`src/rtl/frs_pkg.sv`:
```
// Shared constants, types and register map of the broadcast data receiver.
package frs_pkg;

   // ---------------------------------------------------------------------
   // Block coding
   // ---------------------------------------------------------------------
   localparam int BLK_W = 26;
   localparam int DATA_W = 16;
   localparam int CHK_W = 10;
   localparam logic [10:0] GEN_POLY = 11'h5B9;
   localparam logic [4:0] BLK_LAST_BIT = 5'h19;
   localparam int FIFO_DEPTH = 126;

   typedef enum logic [2:0] {
      OFS_A = 3'h0,
      OFS_B = 3'h1,
      OFS_C = 3'h2,
      OFS_CP = 3'h3,
      OFS_D = 3'h4,
      OFS_E = 3'h5
   } frs_ofs_t;

   localparam logic [9:0] OFS_WORD_A = 10'h0FC;
   localparam logic [9:0] OFS_WORD_B = 10'h198;
   localparam logic [9:0] OFS_WORD_C = 10'h168;
   localparam logic [9:0] OFS_WORD_CP = 10'h350;
   localparam logic [9:0] OFS_WORD_D = 10'h1B4;
   localparam logic [9:0] OFS_WORD_E = 10'h000;

   // Offset word added to the check bits of each block kind.
   function automatic logic [9:0] ofs_word(input frs_ofs_t o);
      case (o)
         OFS_A: ofs_word = OFS_WORD_A;
         OFS_B: ofs_word = OFS_WORD_B;
         OFS_C: ofs_word = OFS_WORD_C;
         OFS_CP: ofs_word = OFS_WORD_CP;
         OFS_D: ofs_word = OFS_WORD_D;
         default: ofs_word = OFS_WORD_E;
      endcase
   endfunction

   // Sync states, Gray coded along search, pre-sync, lock.
   typedef enum logic [1:0] {
      SY_SRCH = 2'h0,
      SY_PRE = 2'h1,
      SY_LOCK = 2'h3
   } frs_sync_t;

   // One decoded block as buffered for software.
   typedef struct packed {
      logic [15:0] data;
      frs_ofs_t kind;
      logic fixed;
   } frs_blk_t;

   // ---------------------------------------------------------------------
   // Register map (byte addresses)
   // ---------------------------------------------------------------------
   localparam logic [7:0] ADDR_CTRL = 8'h00;
   localparam logic [7:0] ADDR_SYNC = 8'h04;
   localparam logic [7:0] ADDR_BMATCH = 8'h08;
   localparam logic [7:0] ADDR_PI = 8'h0C;
   localparam logic [7:0] ADDR_PTHR = 8'h10;
   localparam logic [7:0] ADDR_PDUR = 8'h14;
   localparam logic [7:0] ADDR_STATUS = 8'h18;
   localparam logic [7:0] ADDR_DATA = 8'h1C;
   localparam logic [7:0] ADDR_IRQ_ST = 8'h20;
   localparam logic [7:0] ADDR_IRQ_CLR = 8'h24;
   localparam logic [7:0] ADDR_IRQ_EN = 8'h28;

   localparam int CTRL_EN = 0;
   localparam int CTRL_EFILT = 1;
   localparam int CTRL_PI_EN = 2;
   localparam int CTRL_BM_EN = 3;
   localparam int SYNC_ACQ_LSB = 0;
   localparam int SYNC_LOSS_LSB = 8;
   localparam int SYNC_MAINT_LSB = 16;
   localparam int BM_PAT_LSB = 0;
   localparam int BM_MASK_LSB = 16;
   localparam int PDUR_QUIET_LSB = 0;
   localparam int PDUR_LOUD_LSB = 16;
   localparam logic [3:0] ACQ_MIN = 4'h2;

   localparam logic [31:0] CTRL_RST = 32'h0000_0001;
   localparam logic [31:0] SYNC_RST = 32'h0002_0402;
   localparam logic [31:0] BMATCH_RST = 32'hFFFF_0000;
   localparam logic [31:0] PI_RST = 32'h0000_0000;
   localparam logic [31:0] PTHR_RST = 32'h0000_0100;
   localparam logic [31:0] PDUR_RST = 32'h0010_0400;

   // Interrupt bit positions.
   localparam int IRQ_W = 7;
   localparam int IRQ_BFULL = 0;
   localparam int IRQ_BPART = 1;
   localparam int IRQ_PI = 2;
   localparam int IRQ_PAUSE = 3;
   localparam int IRQ_ACQ = 4;
   localparam int IRQ_LOST = 5;
   localparam int IRQ_OVF = 6;

   // Whole state of the receiver top.
   typedef struct packed {
      logic [31:0] ctrl;
      logic [31:0] sync_cfg;
      logic [31:0] bmatch;
      logic [31:0] pi;
      logic [31:0] pthr;
      logic [31:0] pdur;
      logic [IRQ_W-1:0] irq_st;
      logic [IRQ_W-1:0] irq_en;
      logic ack;
      logic [31:0] rdat;
      logic [BLK_W-1:0] win;
      logic [4:0] bitc;
      frs_sync_t sy;
      frs_ofs_t want;
      logic [3:0] good_cnt;
      logic [3:0] bad_cnt;
      logic [3:0] run_cnt;
      logic [15:0] quiet_cnt;
      logic [15:0] loud_cnt;
      logic silent;
   } frs_st_t;

endpackage

```
`src/rtl/frs_blk_dec.sv`:
```
// Block syndrome check and single-bit error correction.
`timescale 1ns/100ps
module frs_blk_dec (
   input wire logic [25:0] word,
   input wire frs_pkg::frs_ofs_t want,
   input wire logic allow_fix,
   output logic [5:0] hit,
   output logic ok,
   output logic fixed,
   output frs_pkg::frs_ofs_t kind,
   output logic [15:0] data
);

   // ---------------------------------------------------------------------
   // Remainder of a 26-bit word by the generator polynomial
   // ---------------------------------------------------------------------
   function automatic logic [9:0] rem26(input logic [25:0] w);
      logic [10:0] r;
      r = 11'h000;
      for (int i = frs_pkg::BLK_W - 1; i >= 0; i--) begin
         r = {r[9:0], w[i]};
         if (r[10]) begin
            r = r ^ frs_pkg::GEN_POLY;
         end
      end
      return r[9:0];
   endfunction

   logic [9:0] syn;
   logic [9:0] err;
   logic [25:0] cw;

   // Exact syndrome hits, then a correction attempt for the wanted kind.
   always_comb begin
      syn = rem26(word);
      for (int k = 0; k < 6; k++) begin
         hit[k] = (syn == frs_pkg::ofs_word(frs_pkg::frs_ofs_t'(k)));
      end
      kind = want;
      if (want == frs_pkg::OFS_C && hit[frs_pkg::OFS_CP]) begin
         kind = frs_pkg::OFS_CP;
      end
      err = syn ^ frs_pkg::ofs_word(kind);
      cw = word;
      fixed = 1'b0;
      if (err != 10'h000 && allow_fix) begin
         for (int i = 0; i < frs_pkg::BLK_W; i++) begin
            if (rem26(26'h1 << i) == err) begin
               cw[i] = ~word[i];
               fixed = 1'b1;
            end
         end
      end
      ok = (err == 10'h000) || fixed;
      data = cw[25:10];
   end

endmodule

```
`src/rtl/frs_fifo.sv`:
```
// Block buffer between the decoder and the software read port.
`timescale 1ns/100ps
module frs_fifo #(
   parameter int W = 21,
   parameter int DEPTH = 126
) (
   input wire logic clk,
   input wire logic srst,
   input wire logic in_valid,
   output logic in_ready,
   input wire logic [W-1:0] in_data,
   output logic out_valid,
   input wire logic out_ready,
   output logic [W-1:0] out_data,
   output logic [6:0] level
);

   localparam int PW = $clog2(DEPTH);
   localparam int CW = $clog2(DEPTH + 1);
   localparam logic [PW-1:0] PTR_LAST = PW'(DEPTH - 1);

   typedef struct packed {
      logic [PW-1:0] wp;
      logic [PW-1:0] rp;
      logic [CW-1:0] cnt;
   } frs_fifo_st_t;

   frs_fifo_st_t r;
   frs_fifo_st_t n;
   logic [W-1:0] mem [DEPTH];
   logic push;
   logic pop;

   // Honest full and empty from the fill count.
   assign in_ready = (r.cnt != CW'(DEPTH));
   assign out_valid = (r.cnt != '0);
   assign out_data = mem[r.rp];
   assign level = 7'(r.cnt);
   assign push = in_valid && in_ready;
   assign pop = out_valid && out_ready;

   // Pointer and count update.
   always_comb begin
      n = r;
      if (push) begin
         n.wp = (r.wp == PTR_LAST) ? '0 : r.wp + PW'(1);
      end
      if (pop) begin
         n.rp = (r.rp == PTR_LAST) ? '0 : r.rp + PW'(1);
      end
      if (push && !pop) begin
         n.cnt = r.cnt + CW'(1);
      end else if (pop && !push) begin
         n.cnt = r.cnt - CW'(1);
      end
   end

   // State register.
   always_ff @(posedge clk) begin
      if (srst) begin
         r <= '0;
      end else begin
         r <= n;
      end
   end

   // Storage array, holding up to DEPTH blocks.
   always_ff @(posedge clk) begin
      if (push) begin
         mem[r.wp] <= in_data;
      end
   end

endmodule

```
`src/rtl/frs_rx_top.sv`:
```
// Broadcast data receiver: sync, block buffer, match and pause detection.
`timescale 1ns/100ps
// Notes on behaviour
// - The bit stream is cut into 26-bit blocks, each checked, and corrected only while sync is locked, and sync follows the blocks.
// - Sync is declared after a programmable run of error-free blocks in sequence, at least two.
// - Acquisition, maintenance and loss of sync all use counts that software programs.
// - Decoded blocks wait in a buffer of 126 entries until software reads them.
// - Each B block is compared with a programmed pattern and a full or partial match raises an interrupt.
// - An A or C' block carrying the programmed identification code raises an interrupt.
// - Audio below a programmed level for a programmed number of samples raises an interrupt.
// - Entering and leaving silence each need a run of consecutive samples of its own programmed length, a single one if that length is 0 or 1.
// - Software takes the buffered blocks through the data register of the host port.
module frs_rx_top (
   input wire logic clk,
   input wire logic srst,
   input wire logic wb_cyc_i,
   input wire logic wb_stb_i,
   input wire logic wb_we_i,
   input wire logic [7:0] wb_adr_i,
   input wire logic [3:0] wb_sel_i,
   input wire logic [31:0] wb_dat_i,
   output logic [31:0] wb_dat_o,
   output logic wb_ack_o,
   input wire logic rx_bit,
   input wire logic rx_bit_vld,
   input wire logic [15:0] aud_smp,
   input wire logic aud_vld,
   output logic irq,
   output logic synced
);

   // ---------------------------------------------------------------------
   // Helpers
   // ---------------------------------------------------------------------

   // Byte-lane write merge.
   function automatic logic [31:0] wb_merge(input logic [31:0] old,
                                            input logic [31:0] d,
                                            input logic [3:0] sel);
      logic [31:0] v;
      v = old;
      for (int b = 0; b < 4; b++) begin
         if (sel[b]) begin
            v[8*b +: 8] = d[8*b +: 8];
         end
      end
      return v;
   endfunction

   // Kind expected after a given block kind.
   function automatic frs_pkg::frs_ofs_t next_kind(input frs_pkg::frs_ofs_t k);
      case (k)
         frs_pkg::OFS_A: next_kind = frs_pkg::OFS_B;
         frs_pkg::OFS_B: next_kind = frs_pkg::OFS_C;
         frs_pkg::OFS_C: next_kind = frs_pkg::OFS_D;
         frs_pkg::OFS_CP: next_kind = frs_pkg::OFS_D;
         default: next_kind = frs_pkg::OFS_A;
      endcase
   endfunction

   // Saturating 4-bit increment.
   function automatic logic [3:0] inc4(input logic [3:0] v);
      return (v == 4'hF) ? 4'hF : v + 4'h1;
   endfunction

   frs_pkg::frs_st_t r;
   frs_pkg::frs_st_t n;

   logic req;
   logic wr;
   logic rd_data;
   logic [25:0] win_nxt;
   logic [5:0] hit;
   logic dec_ok;
   logic dec_fix;
   frs_pkg::frs_ofs_t dec_kind;
   logic [15:0] dec_data;
   frs_pkg::frs_blk_t blk_in;
   frs_pkg::frs_blk_t blk_out;
   logic store;
   logic fifo_rdy;
   logic fifo_vld;
   logic [6:0] fifo_lvl;
   logic [frs_pkg::IRQ_W-1:0] ev;
   logic [frs_pkg::IRQ_W-1:0] clr;
   logic [3:0] acq_need;
   logic [3:0] loss_bad;
   logic [3:0] maint_good;
   logic [15:0] bm_mask;
   logic [16:0] mag;
   logic below;

   // ---------------------------------------------------------------------
   // Submodules
   // ---------------------------------------------------------------------

   frs_blk_dec u_dec (
      .word(win_nxt),
      .want(r.want),
      .allow_fix(r.sy == frs_pkg::SY_LOCK),
      .hit(hit),
      .ok(dec_ok),
      .fixed(dec_fix),
      .kind(dec_kind),
      .data(dec_data)
   );

   frs_fifo #(
      .W($bits(frs_pkg::frs_blk_t)),
      .DEPTH(frs_pkg::FIFO_DEPTH)
   ) u_fifo (
      .clk(clk),
      .srst(srst),
      .in_valid(store),
      .in_ready(fifo_rdy),
      .in_data(blk_in),
      .out_valid(fifo_vld),
      .out_ready(rd_data),
      .out_data(blk_out),
      .level(fifo_lvl)
   );

   // ---------------------------------------------------------------------
   // Bus decode and outputs
   // ---------------------------------------------------------------------

   // Requests are answered one cycle later; the data register pops on read.
   assign req = wb_cyc_i && wb_stb_i && !r.ack;
   assign wr = req && wb_we_i;
   assign rd_data = req && !wb_we_i && (wb_adr_i == frs_pkg::ADDR_DATA);
   assign clr = (wr && wb_adr_i == frs_pkg::ADDR_IRQ_CLR) ?
                wb_dat_i[frs_pkg::IRQ_W-1:0] : '0;
   assign wb_ack_o = r.ack;
   assign wb_dat_o = r.rdat;
   assign irq = |(r.irq_st & r.irq_en);
   assign synced = (r.sy == frs_pkg::SY_LOCK);

   // Programmed parameters, with the acquisition run clamped to two.
   assign acq_need = (r.sync_cfg[frs_pkg::SYNC_ACQ_LSB +: 4] < frs_pkg::ACQ_MIN) ?
                     frs_pkg::ACQ_MIN : r.sync_cfg[frs_pkg::SYNC_ACQ_LSB +: 4];
   assign loss_bad = r.sync_cfg[frs_pkg::SYNC_LOSS_LSB +: 4];
   assign maint_good = r.sync_cfg[frs_pkg::SYNC_MAINT_LSB +: 4];
   assign bm_mask = r.bmatch[frs_pkg::BM_MASK_LSB +: 16];
   assign win_nxt = {r.win[24:0], rx_bit};

   // Audio magnitude against the pause threshold.
   assign mag = aud_smp[15] ? 17'(-{aud_smp[15], aud_smp}) :
                {1'b0, aud_smp};
   assign below = (mag < {1'b0, r.pthr[15:0]});

   // ---------------------------------------------------------------------
   // Next state
   // ---------------------------------------------------------------------
   always_comb begin
      n = r;
      ev = '0;
      store = 1'b0;
      blk_in = '{data: dec_data, kind: dec_kind, fixed: dec_fix};
      n.ack = req;

      // Register writes and read data capture.
      if (wr) begin
         unique case (wb_adr_i)
            frs_pkg::ADDR_CTRL: n.ctrl = wb_merge(r.ctrl, wb_dat_i, wb_sel_i);
            frs_pkg::ADDR_SYNC:
               n.sync_cfg = wb_merge(r.sync_cfg, wb_dat_i, wb_sel_i);
            frs_pkg::ADDR_BMATCH:
               n.bmatch = wb_merge(r.bmatch, wb_dat_i, wb_sel_i);
            frs_pkg::ADDR_PI: n.pi = wb_merge(r.pi, wb_dat_i, wb_sel_i);
            frs_pkg::ADDR_PTHR: n.pthr = wb_merge(r.pthr, wb_dat_i, wb_sel_i);
            frs_pkg::ADDR_PDUR: n.pdur = wb_merge(r.pdur, wb_dat_i, wb_sel_i);
            frs_pkg::ADDR_IRQ_EN:
               n.irq_en = wb_dat_i[frs_pkg::IRQ_W-1:0];
            default: n.ack = req;
         endcase
      end
      if (req && !wb_we_i) begin
         case (wb_adr_i)
            frs_pkg::ADDR_CTRL: n.rdat = r.ctrl;
            frs_pkg::ADDR_SYNC: n.rdat = r.sync_cfg;
            frs_pkg::ADDR_BMATCH: n.rdat = r.bmatch;
            frs_pkg::ADDR_PI: n.rdat = r.pi;
            frs_pkg::ADDR_PTHR: n.rdat = r.pthr;
            frs_pkg::ADDR_PDUR: n.rdat = r.pdur;
            frs_pkg::ADDR_STATUS:
               n.rdat = {17'h00000, fifo_lvl, 4'h0, !fifo_rdy, !fifo_vld,
                         r.silent, synced};
            frs_pkg::ADDR_DATA:
               n.rdat = fifo_vld ? {11'h000, 1'b1, blk_out} : 32'h0000_0000;
            frs_pkg::ADDR_IRQ_ST: n.rdat = {25'h0000000, r.irq_st};
            frs_pkg::ADDR_IRQ_EN: n.rdat = {25'h0000000, r.irq_en};
            default: n.rdat = 32'h0000_0000;
         endcase
      end

      // Block framing and flywheel sync, one step per received bit.
      if (rx_bit_vld && r.ctrl[frs_pkg::CTRL_EN]) begin
         n.win = win_nxt;
         n.bitc = r.bitc + 5'h01;
         unique case (r.sy)
            frs_pkg::SY_SRCH: begin
               for (int k = frs_pkg::OFS_D; k >= 0; k--) begin
                  if (hit[k]) begin
                     n.want = next_kind(frs_pkg::frs_ofs_t'(k));
                     n.bitc = 5'h00;
                     n.good_cnt = 4'h1;
                     n.sy = frs_pkg::SY_PRE;
                  end
               end
            end
            frs_pkg::SY_PRE: begin
               if (r.bitc == frs_pkg::BLK_LAST_BIT) begin
                  n.bitc = 5'h00;
                  n.want = next_kind(r.want);
                  if (dec_ok) begin
                     n.good_cnt = inc4(r.good_cnt);
                     if (inc4(r.good_cnt) >= acq_need) begin
                        n.sy = frs_pkg::SY_LOCK;
                        n.bad_cnt = 4'h0;
                        n.run_cnt = 4'h0;
                        ev[frs_pkg::IRQ_ACQ] = 1'b1;
                     end
                  end else begin
                     n.sy = frs_pkg::SY_SRCH;
                  end
               end
            end
            frs_pkg::SY_LOCK: begin
               if (r.bitc == frs_pkg::BLK_LAST_BIT) begin
                  n.bitc = 5'h00;
                  n.want = next_kind(r.want);
                  if (dec_ok) begin
                     store = 1'b1;
                     n.run_cnt = inc4(r.run_cnt);
                     if (inc4(r.run_cnt) >= maint_good) begin
                        n.bad_cnt = 4'h0;
                     end
                     if (r.ctrl[frs_pkg::CTRL_BM_EN] &&
                         dec_kind == frs_pkg::OFS_B &&
                         ((dec_data ^ r.bmatch[frs_pkg::BM_PAT_LSB +: 16]) &
                          bm_mask) == 16'h0000) begin
                        if (&bm_mask) begin
                           ev[frs_pkg::IRQ_BFULL] = 1'b1;
                        end else begin
                           ev[frs_pkg::IRQ_BPART] = 1'b1;
                        end
                     end
                     if (r.ctrl[frs_pkg::CTRL_PI_EN] &&
                         (dec_kind == frs_pkg::OFS_A ||
                          dec_kind == frs_pkg::OFS_CP) &&
                         dec_data == r.pi[15:0]) begin
                        ev[frs_pkg::IRQ_PI] = 1'b1;
                     end
                  end else if (hit[frs_pkg::OFS_E]) begin
                     blk_in.kind = frs_pkg::OFS_E;
                     blk_in.fixed = 1'b0;
                     blk_in.data = win_nxt[25:10];
                     store = !r.ctrl[frs_pkg::CTRL_EFILT];
                  end else begin
                     n.run_cnt = 4'h0;
                     n.bad_cnt = inc4(r.bad_cnt);
                     if (inc4(r.bad_cnt) >= loss_bad) begin
                        n.sy = frs_pkg::SY_SRCH;
                        ev[frs_pkg::IRQ_LOST] = 1'b1;
                     end
                  end
               end
            end
         endcase
      end
      ev[frs_pkg::IRQ_OVF] = store && !fifo_rdy;

      // Pause detection with separate entry and exit runs.
      if (aud_vld) begin
         if (!r.silent) begin
            n.loud_cnt = 16'h0000;
            if (!below) begin
               n.quiet_cnt = 16'h0000;
            end else if (r.quiet_cnt + 16'h0001 >=
                         r.pdur[frs_pkg::PDUR_QUIET_LSB +: 16]) begin
               n.silent = 1'b1;
               n.quiet_cnt = 16'h0000;
               ev[frs_pkg::IRQ_PAUSE] = 1'b1;
            end else begin
               n.quiet_cnt = r.quiet_cnt + 16'h0001;
            end
         end else begin
            n.quiet_cnt = 16'h0000;
            if (below) begin
               n.loud_cnt = 16'h0000;
            end else if (r.loud_cnt + 16'h0001 >=
                         r.pdur[frs_pkg::PDUR_LOUD_LSB +: 16]) begin
               n.silent = 1'b0;
               n.loud_cnt = 16'h0000;
            end else begin
               n.loud_cnt = r.loud_cnt + 16'h0001;
            end
         end
      end

      // Sticky status: a new event wins over a clear in the same cycle.
      n.irq_st = (r.irq_st & ~clr) | ev;
   end

   // ---------------------------------------------------------------------
   // State register
   // ---------------------------------------------------------------------
   always_ff @(posedge clk) begin
      if (srst) begin
         r <= '0;
         r.ctrl <= frs_pkg::CTRL_RST;
         r.sync_cfg <= frs_pkg::SYNC_RST;
         r.bmatch <= frs_pkg::BMATCH_RST;
         r.pi <= frs_pkg::PI_RST;
         r.pthr <= frs_pkg::PTHR_RST;
         r.pdur <= frs_pkg::PDUR_RST;
         r.sy <= frs_pkg::SY_SRCH;
         r.want <= frs_pkg::OFS_A;
      end else begin
         r <= n;
      end
   end

endmodule

```
`config.mk`:
```
export PLATFORM = sky130hd
export DESIGN_NAME = frs_rx_top
export DESIGN_NICKNAME = d
export VERILOG_FILES = /design/src/rtl/frs_pkg.sv /design/src/rtl/frs_blk_dec.sv /design/src/rtl/frs_fifo.sv /design/src/rtl/frs_rx_top.sv
export SDC_FILE = /design/constraint.sdc
export NUM_CORES = 2
export LEC_CHECK = 0
export BUFFER_PORTS_ARGS = -buffer_cell sky130_fd_sc_hd__buf_2
export CAP_MARGIN = 10
export CORE_MARGIN = 2
export CORE_UTILIZATION = 40
export CTS_BUF_LIST = sky130_fd_sc_hd__clkbuf_4
export CTS_CLUSTER_SIZE = 16
export DETAILED_ROUTE_END_ITERATION = 16
export MAX_ROUTING_LAYER = met4
export PLACE_DENSITY = 0.64
export SLEW_MARGIN = 5
export SYNTH_ARGS = -nofsm -noshare
export SYNTH_HDL_FRONTEND = slang
export SYNTH_SLANG_ARGS = --single-unit
```
`constraint.sdc`:
```
create_clock -name clk -period 17.22 [get_ports clk]
set_clock_uncertainty 0.15 [all_clocks]
set_input_delay 3.444 -clock clk [delete_from_list [all_inputs] [get_ports clk]]
set_output_delay 3.444 -clock clk [all_outputs]
set_load 0.005 [all_outputs]
```
==> results by group <==
Timing
  – Fmax: 0.128 GHz
  – Setup violators final: 0
  – Hold Fails Final Rpt: 0
  – Period utilization: 45.4%
  – Hold WS: 305 ps
  – Final Max Slew Viols: 0
  – RSZ-0062 raised after global routing: false
  – Fin crit period: 7820 ps
  – Rel. slew slack: 10.9%
  – Sum Neg Setup Slack: 0 ps
  – Actual slew at the worst max-slew pin: 1330 ps

Setup path
  – Crit path DAT: 8660 ps
  – Crit-path leading delay family: simple AND/OR/NAND/NOR gates
  – Worst path bufs/invs: 1
  – Critical path launch point type: register
  – Worst-path cell chain: xnor2_1, xnor3_1, xnor3_2, or3_1, o221ai_2, nand4_1, a21oi_1, o21ai_1, nor2_1, nor3_1, nand2_2, o21ai_2, inv_4, nand4_4, nor2_2
  – Critical setup path kind: register to register
  – Required time of the critical path: 18060 ps
  – Slowest cell on the critical path: nor2_2
  – CP Capture Type: register
  – Crit path max fanout: 20
  – CP peak stage delay: 1270 ps

Routing
  – DRT Wirelength: 307000 µm
  – Via count: 64906
  – Initial DRC count: 8665
  – DR DRC count: 0
  – Drt pass-1 iters: 10
  – DR WL/cell: 26.8 µm
  – Post-route ant nets: 0
  – Vias per Instance: 5.67

Yosys
  – Synth Flop Type: edfxtp_1
  – Post-synth ARST share: 0%
  – Synth Area in XOR/XNOR: 1.69%
  – Sequential area share after synthesis: 70.6%
  – Share of the synthesized area in the top cell type: 64.7%
  – Post-synth EDFFs: 2520
  – Post-synthesis mux area share: 16.8%
  – Most area-consuming cells after synthesis: edfxtp_1 (65%), mux4_2 (16%), dfxtp_1 (5.9%)
  – Adder-cell share of the synthesized area: 0.852%
  – #FFs+latches synth: 2867
  – Post-Synthesis Cell Area: 117000 µm²
  – Post-Syn Area per Cell: 18.2 µm²
  – Syn Nets: 6580
  – Largest family of logic cells by synthesized area: multiplexers
  – Simple-Gate Fraction of Synth Area: 4.88%
  – Leading area contributor after synthesis: edfxtp_1
  – Synth Area in Compound Gates: 3.46%
  – Synth Warn #: 0
  – Number of distinct library cells after synthesis: 97
  – Gate count of the mapped netlist: 6433

Clock tree
  – Post-cts sizing count: 0
  – CTS root buf: clkbuf_4
  – Clock buffer depth: 4
  – Clock-pin slew on the worst setup and hold paths: 60 ps
  – Clock latency on the worst-skew pair: 1480 ps
  – CTS tree: done
  – Hold Buf Count CTS: 0
  – H-tree depth: 6
  – CTS Sinks: 2867
  – Cts bufs inserted: 723
  – Post-CTS setup buffer count: 0

Die
  – Die area: 297000 µm²
  – Die H: 545 µm
  – Core ar.: 291000 µm²
  – Die Span X: 545 µm
  – IO Pins: 103
  – Row count: 198
  – Initial Utilization: 40.2%

Hold path
  – Hold crit path type: register to register

Power
  – Leakage power: 0.0395 µW
  – Switch share: 21.1%
  – Maximum vdd drop: 0.0853 mV
  – Seq pwr share: 56.8%
  – Pwr/cell area: 99.7 nW/µm²
  – Pint: 10300 µW
  – Switching power: 2760 µW
  – Clock power frac: 42.5%
  – Comb power frac: 0.7%

Final layout
  – Area Overhead vs Synth: 12.3%
  – Fill cells: 25078
  – Final Cell Area: 131000 µm²
  – Fin cells: 11455
  – Final nets: 7159
  – Share of layout cells above drive strength 1: 31.6%
  – Final core occ: 45.1%

Placement
  – Inst Count DP: 10180
  – Post-placement cell area: 122000 µm²
  – Dpl hpwl: 190000 µm
  – IO buf count: 102
  – Gpl congestion: 0.915

Global routing
  – Grt total ovfl: 0
  – First-pass GRT wire length: 444000 µm
  – All-layer global routing usage: 21.2%
  – Vias in the first global route: 64724
  – Largest net degree at the start of global routing: 165
  – Initial antenna violation count: 28

Run status
  – Outcome: completed

Run
  – Max Cap Viol: 0
## state kept, by name (all words and copies together), names as in the netlist, named ones only
signal,count
u_fifo.mem,2520
loss_bad,4
wb_ack_o,1
r,262
u_fifo.r,14
bm_mask,16
maint_good,4
u_fifo.level,7
wb_dat_o,32
## worst reg2reg max path, cell delays in order, from the launching register on
cell and delay (ps):
dfxtp_1 650, xnor2_1 240, xnor3_1 570, xnor3_2 640
or3_1 500, o221ai_2 280, nand4_1 340, a21oi_1 450
o21ai_1 250, nor2_1 480, nor3_1 170, nand2_2 190
o21ai_2 230, inv_4 210, nand4_4 780, nor2_2 1300
## power groups by stage
| stage | sequential [µW] | combinational, µW | clock, µW |
|---|---|---|---|
| floorplan | 7590 | 52.1 | 0 |
| detailed placement | 7590 | 87.1 | 0 |
| global route | 7440 | 96.1 | 6040 |
| finish | 7440 | 89.5 | 5560 |
| CTS | 7440 | 87.4 | 5670 |
| global placement | 7590 | 85.9 | 0 |
## metrics by stage
stage,total power [µW],worst slack (ps)
after floorplan,7650,4410
after global placement,7680,8300
after detailed placement,7680,8230
after CTS,13200,9370
after global routing,13600,9040
final,13100,9400
## layout make-up
cell class	instances	area (µm²)	share of cell area, %
multi-input combinational	3092	32800	25.0
clock inverter	200	1080	0.820
timing repair buffer	233	1660	1.26
inverter	95	377	0.287
sequential	2867	82600	62.9
tap	3900	4880	3.72
clock buffer	1029	7720	5.88
antenna	39	97.6	0.0743
## worst paths after layout
kind	start	end	slack [ps]	depth (start not counted)
setup / recovery	r[64]$_SDFFE_PP0P_	u_fifo.mem[41][15]$_DFFE_PP_	9400	15
hold reg to reg	r[307]$_SDFFE_PP0P_	r[307]$_SDFFE_PP0P_	300	2
hold / removal	r[307]$_SDFFE_PP0P_	r[307]$_SDFFE_PP0P_	300	2
setup reg to reg	r[64]$_SDFFE_PP0P_	u_fifo.mem[41][15]$_DFFE_PP_	9400	15
## Yosys cell counts, types with 44 or more instances
| master | count |
|---|---|
| a21oi_1 | 281 |
| buf_1 | 91 |
| clkbuf_1 | 228 |
| dfxtp_1 | 347 |
| edfxtp_1 | 2520 |
| ha_1 | 78 |
| inv_1 | 91 |
| mux2i_1 | 106 |
| mux4_2 | 805 |
| nand2_1 | 527 |
| nand3_1 | 124 |
| nor2_1 | 335 |
| o21ai_0 | 71 |
| xnor2_1 | 109 |
| xor2_1 | 44 |
## cells by family after synthesis
logic type | count (synthesis)
AO/OA/AOI/OAI | 627
AND/OR/NAND/NOR | 1256
multiplexers | 948
adder cells (fa/ha/maj) | 79
flip-flops | 2867
XOR/XNOR | 182
buffers and inverters | 474
## cell usage in the layout (no fill, tap or decap), types with 11 or more instances in the layout
cell type / netlist / routed
nand3_1: 124 / 124
nor2_1: 335 / 206
mux2_2: 36 / 36
buf_4: 42 / 116
clkbuf_4: 0 / 1029
a21o_1: 40 / 40
nor2b_1: 26 / 26
nor3_1: 36 / 34
xnor2_1: 109 / 106
a221oi_1: 21 / 21
a21oi_1: 281 / 280
a222oi_1: 19 / 19
mux2i_1: 106 / 106
ha_1: 78 / 78
nand2b_1: 25 / 25
xor2_1: 44 / 38
clkinv_1: 3 / 141
buf_2: 12 / 101
inv_1: 91 / 84
nand2_1: 527 / 527
o21ai_0: 71 / 71
and2_1: 21 / 21
clkinv_2: 0 / 25
diode_2: 0 / 39
nor4_1: 13 / 13
a221o_1: 15 / 15
dfxtp_1: 347 / 341
a211oi_1: 26 / 26
nor2_2: 1 / 129
a22oi_1: 39 / 39
edfxtp_1: 2520 / 2520
and3_1: 20 / 20
nand4_1: 41 / 41
mux4_2: 805 / 805
o211ai_1: 25 / 25
a22o_1: 11 / 11
nor3b_1: 11 / 11
xnor3_1: 12 / 12
or3_1: 17 / 16
or4_1: 11 / 11
## layer usage
| layer | track usage (%) | share of wire [%] | up-vias | wire (µm) |
|---|---|---|---|---|
| met3 | 4.35 | 9.0 | 463 | 27700 |
| met5 | - | 0 | - | 0 |
| met4 | 6.67 | 2.8 | 0 | 8570 |
| li1 | - | - | 27485 | - |
| met2 | 31.7 | 47 | 3191 | 143000 |
| met1 | 29.1 | 42 | 33767 | 128000 |
No activity file was read; power rests on OpenSTA's default activity.
